--- config.mk ---
export PLATFORM = sky130hd
export DESIGN_NAME = mdf_fault_cfg
export DESIGN_NICKNAME = d
export VERILOG_FILES = /design/src/rtl/mdf_pkg.sv /design/src/rtl/mdf_fault_cfg.sv /design/src/rtl/mdf_persist.sv
export SDC_FILE = /design/constraint.sdc
export NUM_CORES = 1
export LEC_CHECK = 0
export BUFFER_PORTS_ARGS = -buffer_cell sky130_fd_sc_hd__buf_2
export CAP_MARGIN = 20
export CORE_ASPECT_RATIO = 1.25
export CORE_MARGIN = 2
export CORE_UTILIZATION = 60
export DETAILED_ROUTE_END_ITERATION = 8
export HOLD_SLACK_MARGIN = 0.15
export PLACE_DENSITY = 0.76
export SYNTH_ARGS = -nofsm -noshare
export SYNTH_HDL_FRONTEND = slang
export SYNTH_HIERARCHICAL = 1
export SYNTH_SLANG_ARGS = --single-unit
--- constraint.sdc ---
create_clock -name clk_sys_i -period 22.7 [get_ports clk_sys_i]
set_clock_uncertainty 0.05 [all_clocks]
set_input_delay 2.27 -clock clk_sys_i [delete_from_list [all_inputs] [get_ports clk_sys_i]]
set_output_delay 2.27 -clock clk_sys_i [all_outputs]
set_load 0.02 [all_outputs]
--- src/rtl/mdf_pkg.sv ---
// mdf_pkg: shared constants and types for the mic fault diagnostics block.
// assumes one 200 MHz clock and a byte-wide register port.
package mdf_pkg;

  // ==========================================================================
  // register offsets
  localparam logic [7:0] MDF_OFS_STATUS_BASE = 8'h11;  // channel 1 report, next three follow
  localparam logic [7:0] MDF_OFS_PIN_CTRL = 8'h15;
  localparam logic [7:0] MDF_OFS_TYPE_MASK = 8'h16;
  localparam logic [7:0] MDF_OFS_THRESH = 8'h17;
  localparam logic [7:0] MDF_OFS_TIMEOUT = 8'h18;

  // ==========================================================================
  // reset values
  localparam logic [7:0] MDF_RST_PIN_CTRL = 8'h20;
  localparam logic [7:0] MDF_RST_TYPE_MASK = 8'h00;
  localparam logic [7:0] MDF_RST_THRESH = 8'h00;
  localparam logic [7:0] MDF_RST_TIMEOUT = 8'h20;

  // ==========================================================================
  // field positions
  localparam int MDF_BIT_BOOST_MASK = 7;
  localparam int MDF_BIT_PIN_RELEASE = 6;
  localparam int MDF_BIT_DRIVE_OPT = 5;
  localparam int MDF_BIT_ACTIVE_LEVEL = 4;
  localparam int MDF_POS_BRIDGE = 6;
  localparam int MDF_POS_BIAS = 4;
  localparam int MDF_POS_GROUND = 2;
  localparam int MDF_POS_BATTERY = 0;
  localparam int MDF_POS_PERSIST = 4;
  localparam int MDF_BIT_HYST_BIAS = 2;
  localparam int MDF_BIT_HYST_GROUND = 1;
  localparam int MDF_BIT_HYST_BATTERY = 0;
  // type bit 2 (high shorted to bias) has no type mask
  localparam logic [6:0] MDF_TYPE_MASKABLE = 7'h7B;
  localparam logic [1:0] MDF_BRIDGE_RESERVED = 2'h3;

  // ==========================================================================
  // timing
  localparam int MDF_CLK_HZ = 200_000_000;
  localparam int MDF_TICK_MS = 1;
  localparam int MDF_TICK_CYCLES = MDF_CLK_HZ / 1000 * MDF_TICK_MS;
  localparam logic [7:0] MDF_PERSIST_50_MS = 8'h32;
  localparam logic [7:0] MDF_PERSIST_100_MS = 8'h64;
  localparam logic [7:0] MDF_PERSIST_150_MS = 8'h96;
  localparam logic [1:0] MDF_PERSIST_NONE = 2'h0;
  localparam logic [1:0] MDF_PERSIST_50 = 2'h1;
  localparam logic [1:0] MDF_PERSIST_100 = 2'h2;

  localparam int MDF_CHANNELS = 4;
  localparam int MDF_TYPES = 7;

  // ==========================================================================
  // types
  typedef struct packed {
    logic wr;
    logic rd;
    logic [7:0] addr;
    logic [7:0] wdata;
  } mdf_reg_req_t;

  typedef struct packed {
    logic [1:0] bridge_window_select;
    logic [1:0] bias_short_level_select;
    logic [1:0] ground_short_level_select;
    logic [1:0] battery_short_level_select;
  } mdf_trip_t;

  typedef struct packed {
    logic bias_short_hysteresis_on;
    logic ground_short_hysteresis_on;
    logic battery_short_hysteresis_on;
  } mdf_hyst_t;

endpackage

--- src/rtl/mdf_fault_cfg.sv ---
// mdf_fault_cfg: fault mask, trip point, persistence and alert pin logic.
// assumes a byte register port in the clock domain and synchronous raw faults.
`timescale 1ns/100ps
`default_nettype none

module mdf_fault_cfg #(
  parameter int TICK_CYCLES = mdf_pkg::MDF_TICK_CYCLES
) (
  input wire logic clk_sys_i,
  input wire logic rst_n_i,
  input wire mdf_pkg::mdf_reg_req_t reg_req_i,
  output logic [7:0] reg_rdata_o,
  input wire logic [3:0][6:0] fault_raw_i,
  input wire logic boost_raw_i,
  output var mdf_pkg::mdf_trip_t trip_o,
  output var mdf_pkg::mdf_hyst_t hyst_o,
  output logic alert_o,
  output logic alert_oe_n_o
);
  import mdf_pkg::*;

  // ==========================================================================
  // registers
  logic [7:0] pin_ctrl_reg;
  logic [7:0] type_mask_reg;
  logic [7:0] thresh_reg;
  logic [7:0] timeout_reg;
  logic [3:0][6:0] reported;
  logic boost_reported;
  logic [7:0] limit_ms;
  logic [31:0] tick_cnt_reg;
  logic tick;
  logic active;
  logic [2:0] rd_index;

  // status bank decode: bit 2 flags a hit, bits 1:0 pick the channel
  function automatic logic [2:0] status_index(input logic [7:0] addr);
    logic [7:0] d;
    d = addr - MDF_OFS_STATUS_BASE;
    status_index = (addr >= MDF_OFS_STATUS_BASE && d < 8'h04) ? {1'b1, d[1:0]} : 3'h0;
  endfunction

  // a call result cannot be bit-selected, so the decode lands on a net first
  assign rd_index = status_index(reg_req_i.addr);

  // ==========================================================================
  // register writes
  // persistence code resets to 2
  always_ff @(posedge clk_sys_i) begin
    if (!rst_n_i) begin
      pin_ctrl_reg <= MDF_RST_PIN_CTRL;
      type_mask_reg <= MDF_RST_TYPE_MASK;
      thresh_reg <= MDF_RST_THRESH;
      timeout_reg <= MDF_RST_TIMEOUT;
    end else if (reg_req_i.wr) begin
      if (reg_req_i.addr == MDF_OFS_PIN_CTRL) begin
        pin_ctrl_reg <= reg_req_i.wdata;
      end else if (reg_req_i.addr == MDF_OFS_TYPE_MASK) begin
        type_mask_reg <= reg_req_i.wdata;
      end else if (reg_req_i.addr == MDF_OFS_THRESH) begin
        if (reg_req_i.wdata[MDF_POS_BRIDGE +: 2] == MDF_BRIDGE_RESERVED) begin
          thresh_reg <= {thresh_reg[MDF_POS_BRIDGE +: 2], reg_req_i.wdata[5:0]};
        end else begin
          thresh_reg <= reg_req_i.wdata;
        end
      end else if (reg_req_i.addr == MDF_OFS_TIMEOUT) begin
        timeout_reg <= reg_req_i.wdata;
      end
    end
  end

  // ==========================================================================
  // register reads, answered one cycle after the read strobe
  always_ff @(posedge clk_sys_i) begin
    if (!rst_n_i) begin
      reg_rdata_o <= 8'h00;
    end else if (reg_req_i.rd) begin
      if (rd_index[2]) begin
        reg_rdata_o <= {1'b0, reported[rd_index[1:0]]};
      end else if (reg_req_i.addr == MDF_OFS_PIN_CTRL) begin
        reg_rdata_o <= pin_ctrl_reg;
      end else if (reg_req_i.addr == MDF_OFS_TYPE_MASK) begin
        reg_rdata_o <= type_mask_reg;
      end else if (reg_req_i.addr == MDF_OFS_THRESH) begin
        reg_rdata_o <= thresh_reg;
      end else if (reg_req_i.addr == MDF_OFS_TIMEOUT) begin
        reg_rdata_o <= timeout_reg;
      end else begin
        reg_rdata_o <= 8'h00;
      end
    end
  end

  // ==========================================================================
  // comparator trip codes and hysteresis, straight from flops
  // bridge window
  assign trip_o.bridge_window_select = thresh_reg[MDF_POS_BRIDGE +: 2];
  assign trip_o.bias_short_level_select = thresh_reg[MDF_POS_BIAS +: 2];
  assign trip_o.ground_short_level_select = thresh_reg[MDF_POS_GROUND +: 2];
  assign trip_o.battery_short_level_select = thresh_reg[MDF_POS_BATTERY +: 2];
  assign hyst_o.bias_short_hysteresis_on = timeout_reg[MDF_BIT_HYST_BIAS];
  assign hyst_o.ground_short_hysteresis_on = timeout_reg[MDF_BIT_HYST_GROUND];
  assign hyst_o.battery_short_hysteresis_on = timeout_reg[MDF_BIT_HYST_BATTERY];

  // ==========================================================================
  // 1 ms enable; ms granularity keeps each filter counter at 8 bits
  always_ff @(posedge clk_sys_i) begin
    if (!rst_n_i || tick_cnt_reg == 32'(TICK_CYCLES - 1)) begin
      tick_cnt_reg <= 32'h0000_0000;
    end else begin
      tick_cnt_reg <= tick_cnt_reg + 32'h0000_0001;
    end
  end
  assign tick = (tick_cnt_reg == 32'(TICK_CYCLES - 1));

  always_comb begin
    case (timeout_reg[MDF_POS_PERSIST +: 2])
      MDF_PERSIST_NONE: limit_ms = 8'h00;
      MDF_PERSIST_50: limit_ms = MDF_PERSIST_50_MS;
      MDF_PERSIST_100: limit_ms = MDF_PERSIST_100_MS;
      default: limit_ms = MDF_PERSIST_150_MS;
    endcase
  end

  // ==========================================================================
  // one filter per channel and fault type
  for (genvar c = 0; c < MDF_CHANNELS; c++) begin : g_chan
    for (genvar t = 0; t < MDF_TYPES; t++) begin : g_type
      mdf_persist u_persist (
        .clk_sys_i(clk_sys_i),
        .rst_n_i(rst_n_i),
        .tick_i(tick),
        .raw_i(fault_raw_i[c][t]),
        .limit_ms_i(limit_ms),
        .reported_o(reported[c][t])
      );
    end
  end

  mdf_persist u_boost_persist (
    .clk_sys_i(clk_sys_i),
    .rst_n_i(rst_n_i),
    .tick_i(tick),
    .raw_i(boost_raw_i),
    .limit_ms_i(limit_ms),
    .reported_o(boost_reported)
  );

  // ==========================================================================
  // alert gating: type mask bits sit on the same positions as report bits
  // boost mask
  always_comb begin
    active = boost_reported && !type_mask_reg[MDF_BIT_BOOST_MASK];
    for (int c = 0; c < MDF_CHANNELS; c++) begin
      if (!pin_ctrl_reg[c]) begin
        active = active || |(reported[c] & ~(type_mask_reg[6:0] & MDF_TYPE_MASKABLE));
      end
    end
  end

  // ==========================================================================
  // pin stage; release bit holds the pin idle while set
  // active level
  always_ff @(posedge clk_sys_i) begin
    if (!rst_n_i) begin
      alert_o <= ~MDF_RST_PIN_CTRL[MDF_BIT_ACTIVE_LEVEL];
      alert_oe_n_o <= MDF_RST_PIN_CTRL[MDF_BIT_DRIVE_OPT];
    end else begin
      alert_o <= (active && !pin_ctrl_reg[MDF_BIT_PIN_RELEASE])
                 ~^ pin_ctrl_reg[MDF_BIT_ACTIVE_LEVEL];
      alert_oe_n_o <= pin_ctrl_reg[MDF_BIT_DRIVE_OPT]
                      && !(active && !pin_ctrl_reg[MDF_BIT_PIN_RELEASE]);
    end
  end

endmodule // mdf_fault_cfg
`default_nettype wire

--- src/rtl/mdf_persist.sv ---
// mdf_persist: one persistence filter for one fault condition.
// assumes the raw condition is synchronous and tick is a one-cycle 1 ms pulse.
`timescale 1ns/100ps
`default_nettype none
module mdf_persist (
  input wire logic clk_sys_i,
  input wire logic rst_n_i,
  input wire logic tick_i,
  input wire logic raw_i,
  input wire logic [7:0] limit_ms_i,
  output logic reported_o
);
  import mdf_pkg::*;

  // ==========================================================================
  // elapsed time while the condition stands
  logic [7:0] elapsed_reg;

  always_ff @(posedge clk_sys_i) begin
    if (!rst_n_i || !raw_i) begin
      elapsed_reg <= 8'h00;
    end else if (tick_i && elapsed_reg != 8'hFF) begin
      elapsed_reg <= elapsed_reg + 8'h01;
    end
  end

  // ==========================================================================
  // report once the limit is reached; a zero limit passes straight through
  // hold before report
  always_ff @(posedge clk_sys_i) begin
    if (!rst_n_i) begin
      reported_o <= 1'b0;
    end else if (limit_ms_i == 8'h00) begin
      reported_o <= raw_i;
    end else begin
      reported_o <= raw_i && (elapsed_reg >= limit_ms_i);
    end
  end

endmodule // mdf_persist
`default_nettype wire

==> metrics.txt, run 1 <==
# TYPE chip_impl_metric gauge
chip_impl_metric{name="ratio_of_routed_vias_to_standard_cells",unit=""} 5.98
chip_impl_metric{name="layout.nets",unit=""} 3057
chip_impl_metric{name="maxCapViolations",unit=""} 0
chip_impl_metric{name="p_leak",unit="nW"} 11.1
chip_impl_metric{name="quantity_of_hold_fixing_buffers_added_after_cts",unit=""} 0
chip_impl_metric{name="remaining_drc_errors",unit=""} 0
chip_impl_metric{name="grt_pass1_vias",unit=""} 18700
chip_impl_metric{name="rows",unit=""} 77
chip_impl_metric{name="cts_num_sinks",unit=""} 335
chip_impl_metric{name="initial_core_util",unit="%"} 61.1
chip_impl_metric{name="grt_max_degree",unit=""} 78
chip_impl_metric{name="power_density",unit="nW/µm²"} 52.3
chip_impl_metric{name="design.core.area",unit="µm²"} 35500
chip_impl_metric{name="fill_cells",unit=""} 2971
chip_impl_metric{name="maximum_fanout_count_along_the_critical_path",unit=""} 10
chip_impl_metric{name="fp.dieW",unit="µm"} 174
chip_impl_info{name="worstSetupStartpointType",value="input port"} 1
chip_impl_info{name="tritoncts",value="yes"} 1
chip_impl_metric{name="netlist_area",unit="µm²"} 21700
chip_impl_metric{name="io_buffers",unit=""} 69
chip_impl_info{name="ys_dominant_reg_cell",value="sky130_fd_sc_hd__dfxtp_1"} 1
chip_impl_metric{name="vias",unit=""} 19400
chip_impl_metric{name="vdd_drop_max",unit="mV"} 0.0580
chip_impl_metric{name="fmaxAchievable",unit="GHz"} 0.244
chip_impl_metric{name="cts.clk_slew.worst_paths",unit="ns"} 0.06
chip_impl_metric{name="ant_nets",unit=""} 0
chip_impl_info{name="tightest_hold_check_type",value="reg2reg"} 1
chip_impl_metric{name="dp_hpwl",unit="µm"} 35900
chip_impl_metric{name="top_level_ports",unit=""} 70
chip_impl_metric{name="clkLatencyLatePin",unit="ns"} 0.55
chip_impl_metric{name="power.share.combinational",unit="%"} 3.4
chip_impl_info{name="status",value="completed"} 1
chip_impl_metric{name="syn-instance-count",unit=""} 2528
chip_impl_metric{name="synth_async_sr_flop_share",unit="%"} 0
chip_impl_info{name="critical_path_class",value="in2reg"} 1
chip_impl_metric{name="detail_route.iter0.violations",unit=""} 1300
chip_impl_info{name="ys_top_cells_by_area",value="sky130_fd_sc_hd__dfxtp_1 31%, sky130_fd_sc_hd__ha_1 16%, sky130_fd_sc_hd__nor2_1 5.3%, sky130_fd_sc_hd__inv_1 4.3%, sky130_fd_sc_hd__mux2i_1 3.7%"} 1
chip_impl_metric{name="detailed_route_wire_length_per_cell",unit="µm"} 16.0
chip_impl_metric{name="cp.required",unit="ns"} 23.08
chip_impl_metric{name="floorplan.die.height",unit="µm"} 216
chip_impl_metric{name="cts.path.max_buffers",unit=""} 3
chip_impl_metric{name="syn_avg_cell_area",unit="µm²"} 8.57
chip_impl_metric{name="number_of_setup_violations_in_the_final_report",unit=""} 0
chip_impl_metric{name="synthesis.yosys.warnings",unit=""} 6
chip_impl_metric{name="post_cts_resize_count",unit=""} 0
chip_impl_metric{name="synth_sequential_area_ratio",unit="%"} 31.0
chip_impl_metric{name="grt_overflow_total",unit=""} 0
chip_impl_metric{name="grt_pass1_wl",unit="µm"} 87700
chip_impl_info{name="rsz0062_at_grt",value="false"} 1
chip_impl_info{name="endpoint_class_of_the_critical_path",value="register"} 1
chip_impl_metric{name="worst_slew_margin_rel",unit="%"} 42.8
chip_impl_metric{name="timing.final.hold_violations",unit=""} 0
chip_impl_metric{name="synth_cell_type_count",unit=""} 56
chip_impl_metric{name="cts_post_setup_buffers_inserted",unit=""} 0
chip_impl_metric{name="clock_share_of_power",unit="%"} 50.2
chip_impl_metric{name="cts_inserted_buffers",unit=""} 39
chip_impl_metric{name="drive_gt1_share",unit="%"} 10.1
chip_impl_metric{name="largest_reg_flops",unit=""} 224
chip_impl_metric{name="postRouteWirelength",unit="µm"} 51900
chip_impl_metric{name="timing.critical_path.arrival",unit="ns"} 4.47
chip_impl_metric{name="cts_max_level",unit=""} 2
chip_impl_metric{name="switchingPower",unit="µW"} 288
chip_impl_metric{name="area_growth_syn_to_layout",unit="%"} 12.4
chip_impl_metric{name="track_usage",unit="%"} 27.5
chip_impl_metric{name="total_power",unit="mW"} 1.27
chip_impl_metric{name="synth_top_cell_area_share",unit="%"} 31.0
chip_impl_metric{name="place.gp.congestion",unit=""} 0.855
chip_impl_info{name="synth_area_leader_cell",value="sky130_fd_sc_hd__dfxtp_1"} 1
chip_impl_metric{name="internal_power",unit="µW"} 984
chip_impl_metric{name="switching_share",unit="%"} 22.7
chip_impl_metric{name="worst-slew-pin-transition",unit="ns"} 0.858
chip_impl_metric{name="finalMaxSlewViolations",unit=""} 0
chip_impl_metric{name="dr.pass1.iters",unit=""} 7
chip_impl_metric{name="setup_total_negative_slack",unit="ns"} 0
chip_impl_info{name="root_buffer",value="sky130_fd_sc_hd__clkbuf_16"} 1
chip_impl_metric{name="hold_ws",unit="ns"} 0.435
chip_impl_metric{name="antenna_found_initial",unit=""} 6
chip_impl_metric{name="sequentialPowerShare",unit="%"} 46.4
chip_impl_metric{name="postSynthRegisterBits",unit=""} 335
chip_impl_metric{name="post-route-min-period",unit="ns"} 4.10
chip_impl_metric{name="min_period_over_period",unit="%"} 18.0
chip_impl_metric{name="synth-edff-count",unit=""} 0
chip_impl_metric{name="post-route-util",unit="%"} 68.6
chip_impl_metric{name="die_area",unit="µm²"} 37600
[path summary, 6_finish.rpt]
| check | end | depth (start not counted) | slack [ns] | from |
|---|---|---|---|---|
| setup reg to reg | g_chan[2].g_type[2].u_persist/reported_o | 10 | 18.64 | timeout_reg[5] |
| hold reg to reg | type_mask_reg[2] | 2 | 0.44 | type_mask_reg[2] |
| setup / recovery | trip_o[6] | 6 | 18.60 | reg_req_i[13] |
| hold / removal | type_mask_reg[2] | 2 | 0.44 | type_mask_reg[2] |
[power groups by stage]
stage	sequential [mW]	combinational (mW)	clock, mW
after detailed placement	0.603	0.0412	0
after CTS	0.590	0.0415	0.654
final	0.590	0.0432	0.640
after floorplan	0.603	0.0242	0
after global routing	0.590	0.0490	0.676
after global placement	0.603	0.0399	0
[cell type report]
class                           instances  area [µm²]  share of cell area [%]
Antenna cell                            5        12.5                  0.0514
Clock buffer                           55        1130                    4.63
Clock inverter                         15         175                   0.720
Inverter                              247         927                    3.81
Multi-Input combinational cell       2036       14300                    59.0
Sequential cell                       335        6710                    27.6
Tap cell                              474         593                    2.44
Timing Repair Buffer                   79         443                    1.82
[metrics by stage]
stage          instance area, µm²  instances  setup slack [ns]
6_report                    24300       3246             18.60
3_5_place_dp                23000       3170             17.90
3_3_place_gp                23000       3170             17.96
5_1_grt                     24300       3246             18.37
2_1_floorplan               22100       2643              4.04
4_1_cts                     24300       3240             18.45
[critical path: stages]
cell	delay [ns]
sky130_fd_sc_hd__buf_2	0.12
sky130_fd_sc_hd__nor4b_4	0.55
sky130_fd_sc_hd__nand3b_4	0.20
sky130_fd_sc_hd__nor3b_4	0.44
sky130_fd_sc_hd__nand3b_1	0.45
sky130_fd_sc_hd__o221a_2	0.43
[cell usage after synthesis (30+ instances only)]
cell type	instances
sky130_fd_sc_hd__o21ai_0	41
sky130_fd_sc_hd__mux2i_1	80
sky130_fd_sc_hd__nand2_1	157
sky130_fd_sc_hd__o2111ai_1	59
sky130_fd_sc_hd__ha_1	270
sky130_fd_sc_hd__nand4_1	65
sky130_fd_sc_hd__xor2_1	82
sky130_fd_sc_hd__o211ai_1	36
sky130_fd_sc_hd__and2_1	31
sky130_fd_sc_hd__a21oi_1	138
sky130_fd_sc_hd__or4_1	30
sky130_fd_sc_hd__inv_1	247
sky130_fd_sc_hd__dfxtp_1	335
sky130_fd_sc_hd__nand3_2	30
sky130_fd_sc_hd__nor4_1	64
sky130_fd_sc_hd__nor2_1	303
sky130_fd_sc_hd__nand3_1	82
sky130_fd_sc_hd__nor3_1	32
sky130_fd_sc_hd__xnor2_1	33
sky130_fd_sc_hd__and3_1	65
[logic make-up (layout without fill, tap and decap cells)]
logic type      count (synthesis)  in the layout  synth area share (%)
buf+inv                       272            396                  4.84
other cells                     1            121                0.0173
simple gates                  989            989                  24.6
fa+ha+maj                     270            270                  15.6
compound gates                457            457                  14.8
xor+xnor                      115            115                  4.65
flops                         335            335                  31.0
mux                            89             89                  4.53
[layout by cell type, fill, tap and decap left out, types with 29 or more instances in the layout]
cell	netlist	layout
sky130_fd_sc_hd__ha_1	270	268
sky130_fd_sc_hd__a311oi_1	29	29
sky130_fd_sc_hd__a41oi_1	29	29
sky130_fd_sc_hd__nor2_1	303	303
sky130_fd_sc_hd__nand3_1	82	82
sky130_fd_sc_hd__nand2_2	29	29
sky130_fd_sc_hd__conb_1	1	116
sky130_fd_sc_hd__nor3b_1	29	29
sky130_fd_sc_hd__nor4_1	64	63
sky130_fd_sc_hd__buf_2	7	68
sky130_fd_sc_hd__o21ai_0	41	41
sky130_fd_sc_hd__xnor2_1	33	33
sky130_fd_sc_hd__clkbuf_16	0	40
sky130_fd_sc_hd__nand3_2	30	30
sky130_fd_sc_hd__or4_1	30	30
sky130_fd_sc_hd__and3_1	65	65
sky130_fd_sc_hd__o21ai_2	29	29
sky130_fd_sc_hd__xor2_1	82	82
sky130_fd_sc_hd__o2111ai_1	59	59
sky130_fd_sc_hd__mux2i_1	80	80
sky130_fd_sc_hd__and2_1	31	31
sky130_fd_sc_hd__o31ai_1	29	29
sky130_fd_sc_hd__nand4_1	65	65
sky130_fd_sc_hd__a21oi_1	138	138
sky130_fd_sc_hd__dfxtp_1	335	335
sky130_fd_sc_hd__nand2_1	157	157
sky130_fd_sc_hd__a221oi_1	29	29
sky130_fd_sc_hd__o211ai_1	36	36
sky130_fd_sc_hd__nor3_1	32	32
sky130_fd_sc_hd__nand4_2	29	29
sky130_fd_sc_hd__inv_1	247	246
[routing by layer]
metal	vias up	part of all wire (%)	track usage (%)
met2	470	50	50.0
met4	2	2.6	9.13
met5	-	0.025	0
met3	91	5.0	3.95
li1	9619	-	-
met1	9221	43	33.1
Power figures use the tool's default switching activity.
==> run 2, diff against run 1 <==
- ABC_AREA: unset -> 1
- clock period: 22.7 -> 3.9 ns (I/O delays scaled with it)
==> run 2 against run 1 <==
  * Total power rose to 5.8 times the previous value
  * Global-route usage down 0.56 points
  * Via count up 26%
==> metrics.txt, run 2 <==
# TYPE chip_impl_metric gauge
chip_impl_metric{name="place_ws",unit="ns"} 1.10
chip_impl_metric{name="top_level_ports",unit=""} 70
chip_impl_metric{name="detailed_route_wire_length_per_cell",unit="µm"} 12.1
chip_impl_info{name="critical_path_class",value="reg2reg"} 1
chip_impl_metric{name="initial_core_util",unit="%"} 60.5
chip_impl_metric{name="clock_share_of_power",unit="%"} 48.6
chip_impl_metric{name="ant_nets",unit=""} 0
chip_impl_metric{name="synth-edff-count",unit=""} 0
chip_impl_info{name="tightest_hold_check_type",value="in2reg"} 1
chip_impl_info{name="cp_cell_sequence",value="inv_1 > ha_4 > or2_4 > buf_4 > inv_1 > ha_1 > nand2_1 > inv_1 > nand2_1 > nand2_1 > nand2_1 > a21oi_1"} 1
chip_impl_metric{name="antennaDiodeCount",unit=""} 0
chip_impl_info{name="worst_path_dominant_cell_family",value="simple AND/OR/NAND/NOR gates"} 1
chip_impl_info{name="root_buffer",value="sky130_fd_sc_hd__clkbuf_16"} 1
chip_impl_metric{name="grt_overflow_total",unit=""} 0
chip_impl_info{name="synth_area_leader_cell",value="sky130_fd_sc_hd__dfxtp_1"} 1
chip_impl_metric{name="worst-slew-pin-transition",unit="ns"} 0.859
chip_impl_info{name="status",value="completed"} 1
chip_impl_metric{name="sequentialPowerShare",unit="%"} 46.8
chip_impl_metric{name="finalMaxSlewViolations",unit=""} 0
chip_impl_metric{name="vias",unit=""} 24500
chip_impl_info{name="hold_start",value="boost_raw_i"} 1
chip_impl_metric{name="register_to_register_setup_slack",unit="ns"} 1.09
chip_impl_metric{name="cts_inserted_buffers",unit=""} 39
chip_impl_metric{name="syn-instance-count",unit=""} 4135
chip_impl_info{name="timing.rr.end",value="g_chan[3].g_type[4].u_persist/reported_o"} 1
chip_impl_metric{name="synth_sequential_area_ratio",unit="%"} 25.9
chip_impl_metric{name="cts_num_sinks",unit=""} 335
chip_impl_info{name="cp_slowest_cell",value="sky130_fd_sc_hd__or2_4"} 1
chip_impl_metric{name="dp_hpwl",unit="µm"} 43100
chip_impl_metric{name="maximum_fanout_count_along_the_critical_path",unit=""} 51
chip_impl_metric{name="grt_max_degree",unit=""} 97
chip_impl_metric{name="maxCapViolations",unit=""} 0
chip_impl_info{name="terminating_pin_of_the_worst_hold_path",value="u_boost_persist/elapsed_reg[3]"} 1
chip_impl_metric{name="p_leak",unit="nW"} 14.2
chip_impl_metric{name="timing.critical_path.arrival",unit="ns"} 3.19
chip_impl_metric{name="grt_pass1_vias",unit=""} 22600
chip_impl_metric{name="layout.nets",unit=""} 4671
chip_impl_metric{name="postSynthRegisterBits",unit=""} 335
chip_impl_metric{name="fmaxAchievable",unit="GHz"} 0.356
chip_impl_metric{name="clkLatencyLatePin",unit="ns"} 0.55
chip_impl_metric{name="remaining_drc_errors",unit=""} 0
chip_impl_metric{name="detail_route.iter0.violations",unit=""} 1352
chip_impl_metric{name="bufs_and_invs_on_worst_path",unit=""} 4
chip_impl_metric{name="drive_gt1_share",unit="%"} 7.90
chip_impl_info{name="layout.cells.most_common",value="sky130_fd_sc_hd__nand2_1"} 1
chip_impl_metric{name="total_power",unit="mW"} 7.34
chip_impl_info{name="rsz0062_at_grt",value="false"} 1
chip_impl_metric{name="design_area",unit="µm²"} 28800
chip_impl_metric{name="die_area",unit="µm²"} 44900
chip_impl_metric{name="io_buffers",unit=""} 69
chip_impl_metric{name="reg2regPathDepth",unit=""} 12
chip_impl_metric{name="fp.dieW",unit="µm"} 190
chip_impl_info{name="worstReg2RegStart",value="timeout_reg[4]"} 1
chip_impl_metric{name="post-route-min-period",unit="ns"} 2.81
chip_impl_metric{name="cts_post_setup_buffers_inserted",unit=""} 0
chip_impl_metric{name="area_growth_syn_to_layout",unit="%"} 11.0
chip_impl_metric{name="track_usage",unit="%"} 26.9
chip_impl_metric{name="dr.pass1.iters",unit=""} 5
chip_impl_metric{name="power.share.combinational",unit="%"} 4.6
chip_impl_info{name="synth_common_cells",value="1065 x sky130_fd_sc_hd__nand2_1, 804 x sky130_fd_sc_hd__inv_1, 614 x sky130_fd_sc_hd__nor2_1"} 1
chip_impl_info{name="ys_dominant_reg_cell",value="sky130_fd_sc_hd__dfxtp_1"} 1
chip_impl_metric{name="synth_top_cell_area_share",unit="%"} 25.9
chip_impl_metric{name="finalWorstSetupSlack",unit="ns"} 1.09
chip_impl_metric{name="power_density",unit="nW/µm²"} 255
chip_impl_metric{name="post_cts_resize_count",unit=""} 0
chip_impl_info{name="worstSetupStartpointType",value="register"} 1
chip_impl_metric{name="worst_slew_margin_rel",unit="%"} 42.8
chip_impl_metric{name="floorplan.die.height",unit="µm"} 236
chip_impl_metric{name="design.core.area",unit="µm²"} 42900
chip_impl_info{name="ys_top_cells_by_area",value="sky130_fd_sc_hd__dfxtp_1 26%, sky130_fd_sc_hd__nand2_1 15%, sky130_fd_sc_hd__ha_1 13%, sky130_fd_sc_hd__inv_1 12%, sky130_fd_sc_hd__nor2_1 8.9%"} 1
chip_impl_metric{name="internal_power",unit="mW"} 5.61
chip_impl_metric{name="switching_share",unit="%"} 23.5
chip_impl_metric{name="largest_reg_flops",unit=""} 224
chip_impl_metric{name="antenna_found_initial",unit=""} 0
chip_impl_info{name="tritoncts",value="yes"} 1
chip_impl_metric{name="min_path_cells",unit=""} 3
chip_impl_metric{name="cp.required",unit="ns"} 4.28
chip_impl_metric{name="timing.final.hold_violations",unit=""} 0
chip_impl_info{name="mostFrequentLayoutCells",value="1065 x sky130_fd_sc_hd__nand2_1, 803 x sky130_fd_sc_hd__inv_1, 614 x sky130_fd_sc_hd__nor2_1, 335 x sky130_fd_sc_hd__dfxtp_1, 281 x sky130_fd_sc_hd__nand3_1"} 1
chip_impl_metric{name="hold_ws",unit="ns"} 0.164
chip_impl_metric{name="switchingPower",unit="mW"} 1.72
chip_impl_metric{name="syn_avg_cell_area",unit="µm²"} 6.27
chip_impl_metric{name="cts.path.max_buffers",unit=""} 3
chip_impl_metric{name="dpl-instance-area",unit="µm²"} 27300
chip_impl_metric{name="netlist_area",unit="µm²"} 25900
chip_impl_metric{name="slowest_delay",unit="ns"} 0.78
chip_impl_info{name="cpMostUsedCell",value="sky130_fd_sc_hd__nand2_1"} 1
chip_impl_metric{name="inst_count_dp",unit=""} 4852
chip_impl_metric{name="min_period_over_period",unit="%"} 72.1
chip_impl_metric{name="place.gp.congestion",unit=""} 0.925
chip_impl_metric{name="grt_pass1_wl",unit="µm"} 102000
chip_impl_metric{name="postRouteWirelength",unit="µm"} 59800
chip_impl_metric{name="setup_total_negative_slack",unit="ns"} 0
chip_impl_metric{name="synthesis.yosys.warnings",unit=""} 6
chip_impl_metric{name="cts.clk_slew.worst_paths",unit="ns"} 0.06
chip_impl_metric{name="synth_cell_type_count",unit=""} 40
chip_impl_metric{name="rows",unit=""} 85
chip_impl_metric{name="ratio_of_routed_vias_to_standard_cells",unit=""} 4.95
chip_impl_metric{name="final-instance-count-excl-fill",unit=""} 4943
chip_impl_metric{name="post-route-util",unit="%"} 67.1
chip_impl_info{name="yosysMostFrequentCell",value="sky130_fd_sc_hd__nand2_1"} 1
chip_impl_metric{name="number_of_setup_violations_in_the_final_report",unit=""} 0
chip_impl_metric{name="synth_async_sr_flop_share",unit="%"} 0
chip_impl_info{name="endpoint_class_of_the_critical_path",value="register"} 1
chip_impl_metric{name="vdd_drop_max",unit="mV"} 0.248
chip_impl_metric{name="cts_max_level",unit=""} 2
-- run 2: area by class of cell --
cell class / count / area (µm²)
multi-input cells: 3049 / 16300
inverters: 818 / 3070
fillers: 4009 / 14100
flip-flops and latches: 335 / 6710
repair buffers: 109 / 798
clock inverters: 6 / 32.5
well taps: 565 / 707
clock buffers: 61 / 1180
-- run 2: timing repair --
item,in CTS,in global routing
endpoints found under the hold margin,70,0
setup endpoints to repair,0,0
hold buffers,23,0
-- run 2: per-layer routing --
layer | part of all wire, % | GRT usage [%] | up-vias
li1 | - | - | 13100
met5 | 0 | 0 | -
met2 | 49 | 49.7 | 374
met4 | 2.8 | 8.69 | 0
met3 | 3.9 | 3.30 | 106
met1 | 44 | 31.9 | 10900
-- run 2: tightest hold or removal path, stage by stage --
cell and delay (ns):
sky130_fd_sc_hd__buf_2 0.09, sky130_fd_sc_hd__nand2_1 0.17, sky130_fd_sc_hd__a21oi_1 0.06
-- run 2: power by group through the flow --
stage	Clock, mW	Sequential, mW	Combinational [mW]
2_1_floorplan	0	3.51	0.203
3_3_place_gp	0	3.51	0.307
3_5_place_dp	0	3.51	0.308
4_1_cts	3.66	3.43	0.327
5_1_grt	3.78	3.43	0.386
6_report	3.57	3.43	0.336
-- run 2: worst max-delay path by stage --
stage                    start                                           end  slack (ns)  cells after the start
2_1_floorplan   timeout_reg[4]      g_chan[0].g_type[0].u_persist/reported_o        0.27                     10
3_3_place_gp    timeout_reg[4]      g_chan[3].g_type[4].u_persist/reported_o        1.16                     12
3_5_place_dp    timeout_reg[4]      g_chan[3].g_type[4].u_persist/reported_o        1.10                     12
4_1_cts         timeout_reg[4]      g_chan[3].g_type[4].u_persist/reported_o        1.09                     12
5_1_grt        tick_cnt_reg[0]  g_chan[3].g_type[2].u_persist/elapsed_reg[5]        0.89                     12
6_report        timeout_reg[4]      g_chan[3].g_type[4].u_persist/reported_o        1.09                     12
-- run 2: cells by family (layout without fill, tap and decap cells) --
family,count (synthesis),in the layout,synth area share (%)
AND/OR/NAND/NOR,2277,2277,39.9
buffers and inverters,866,994,13.1
AO/OA/AOI/OAI,351,351,6.85
flip-flops,335,335,25.9
adder cells (fa/ha/maj),270,270,13.0
XOR/XNOR,35,35,1.18
other,1,116,0.0145
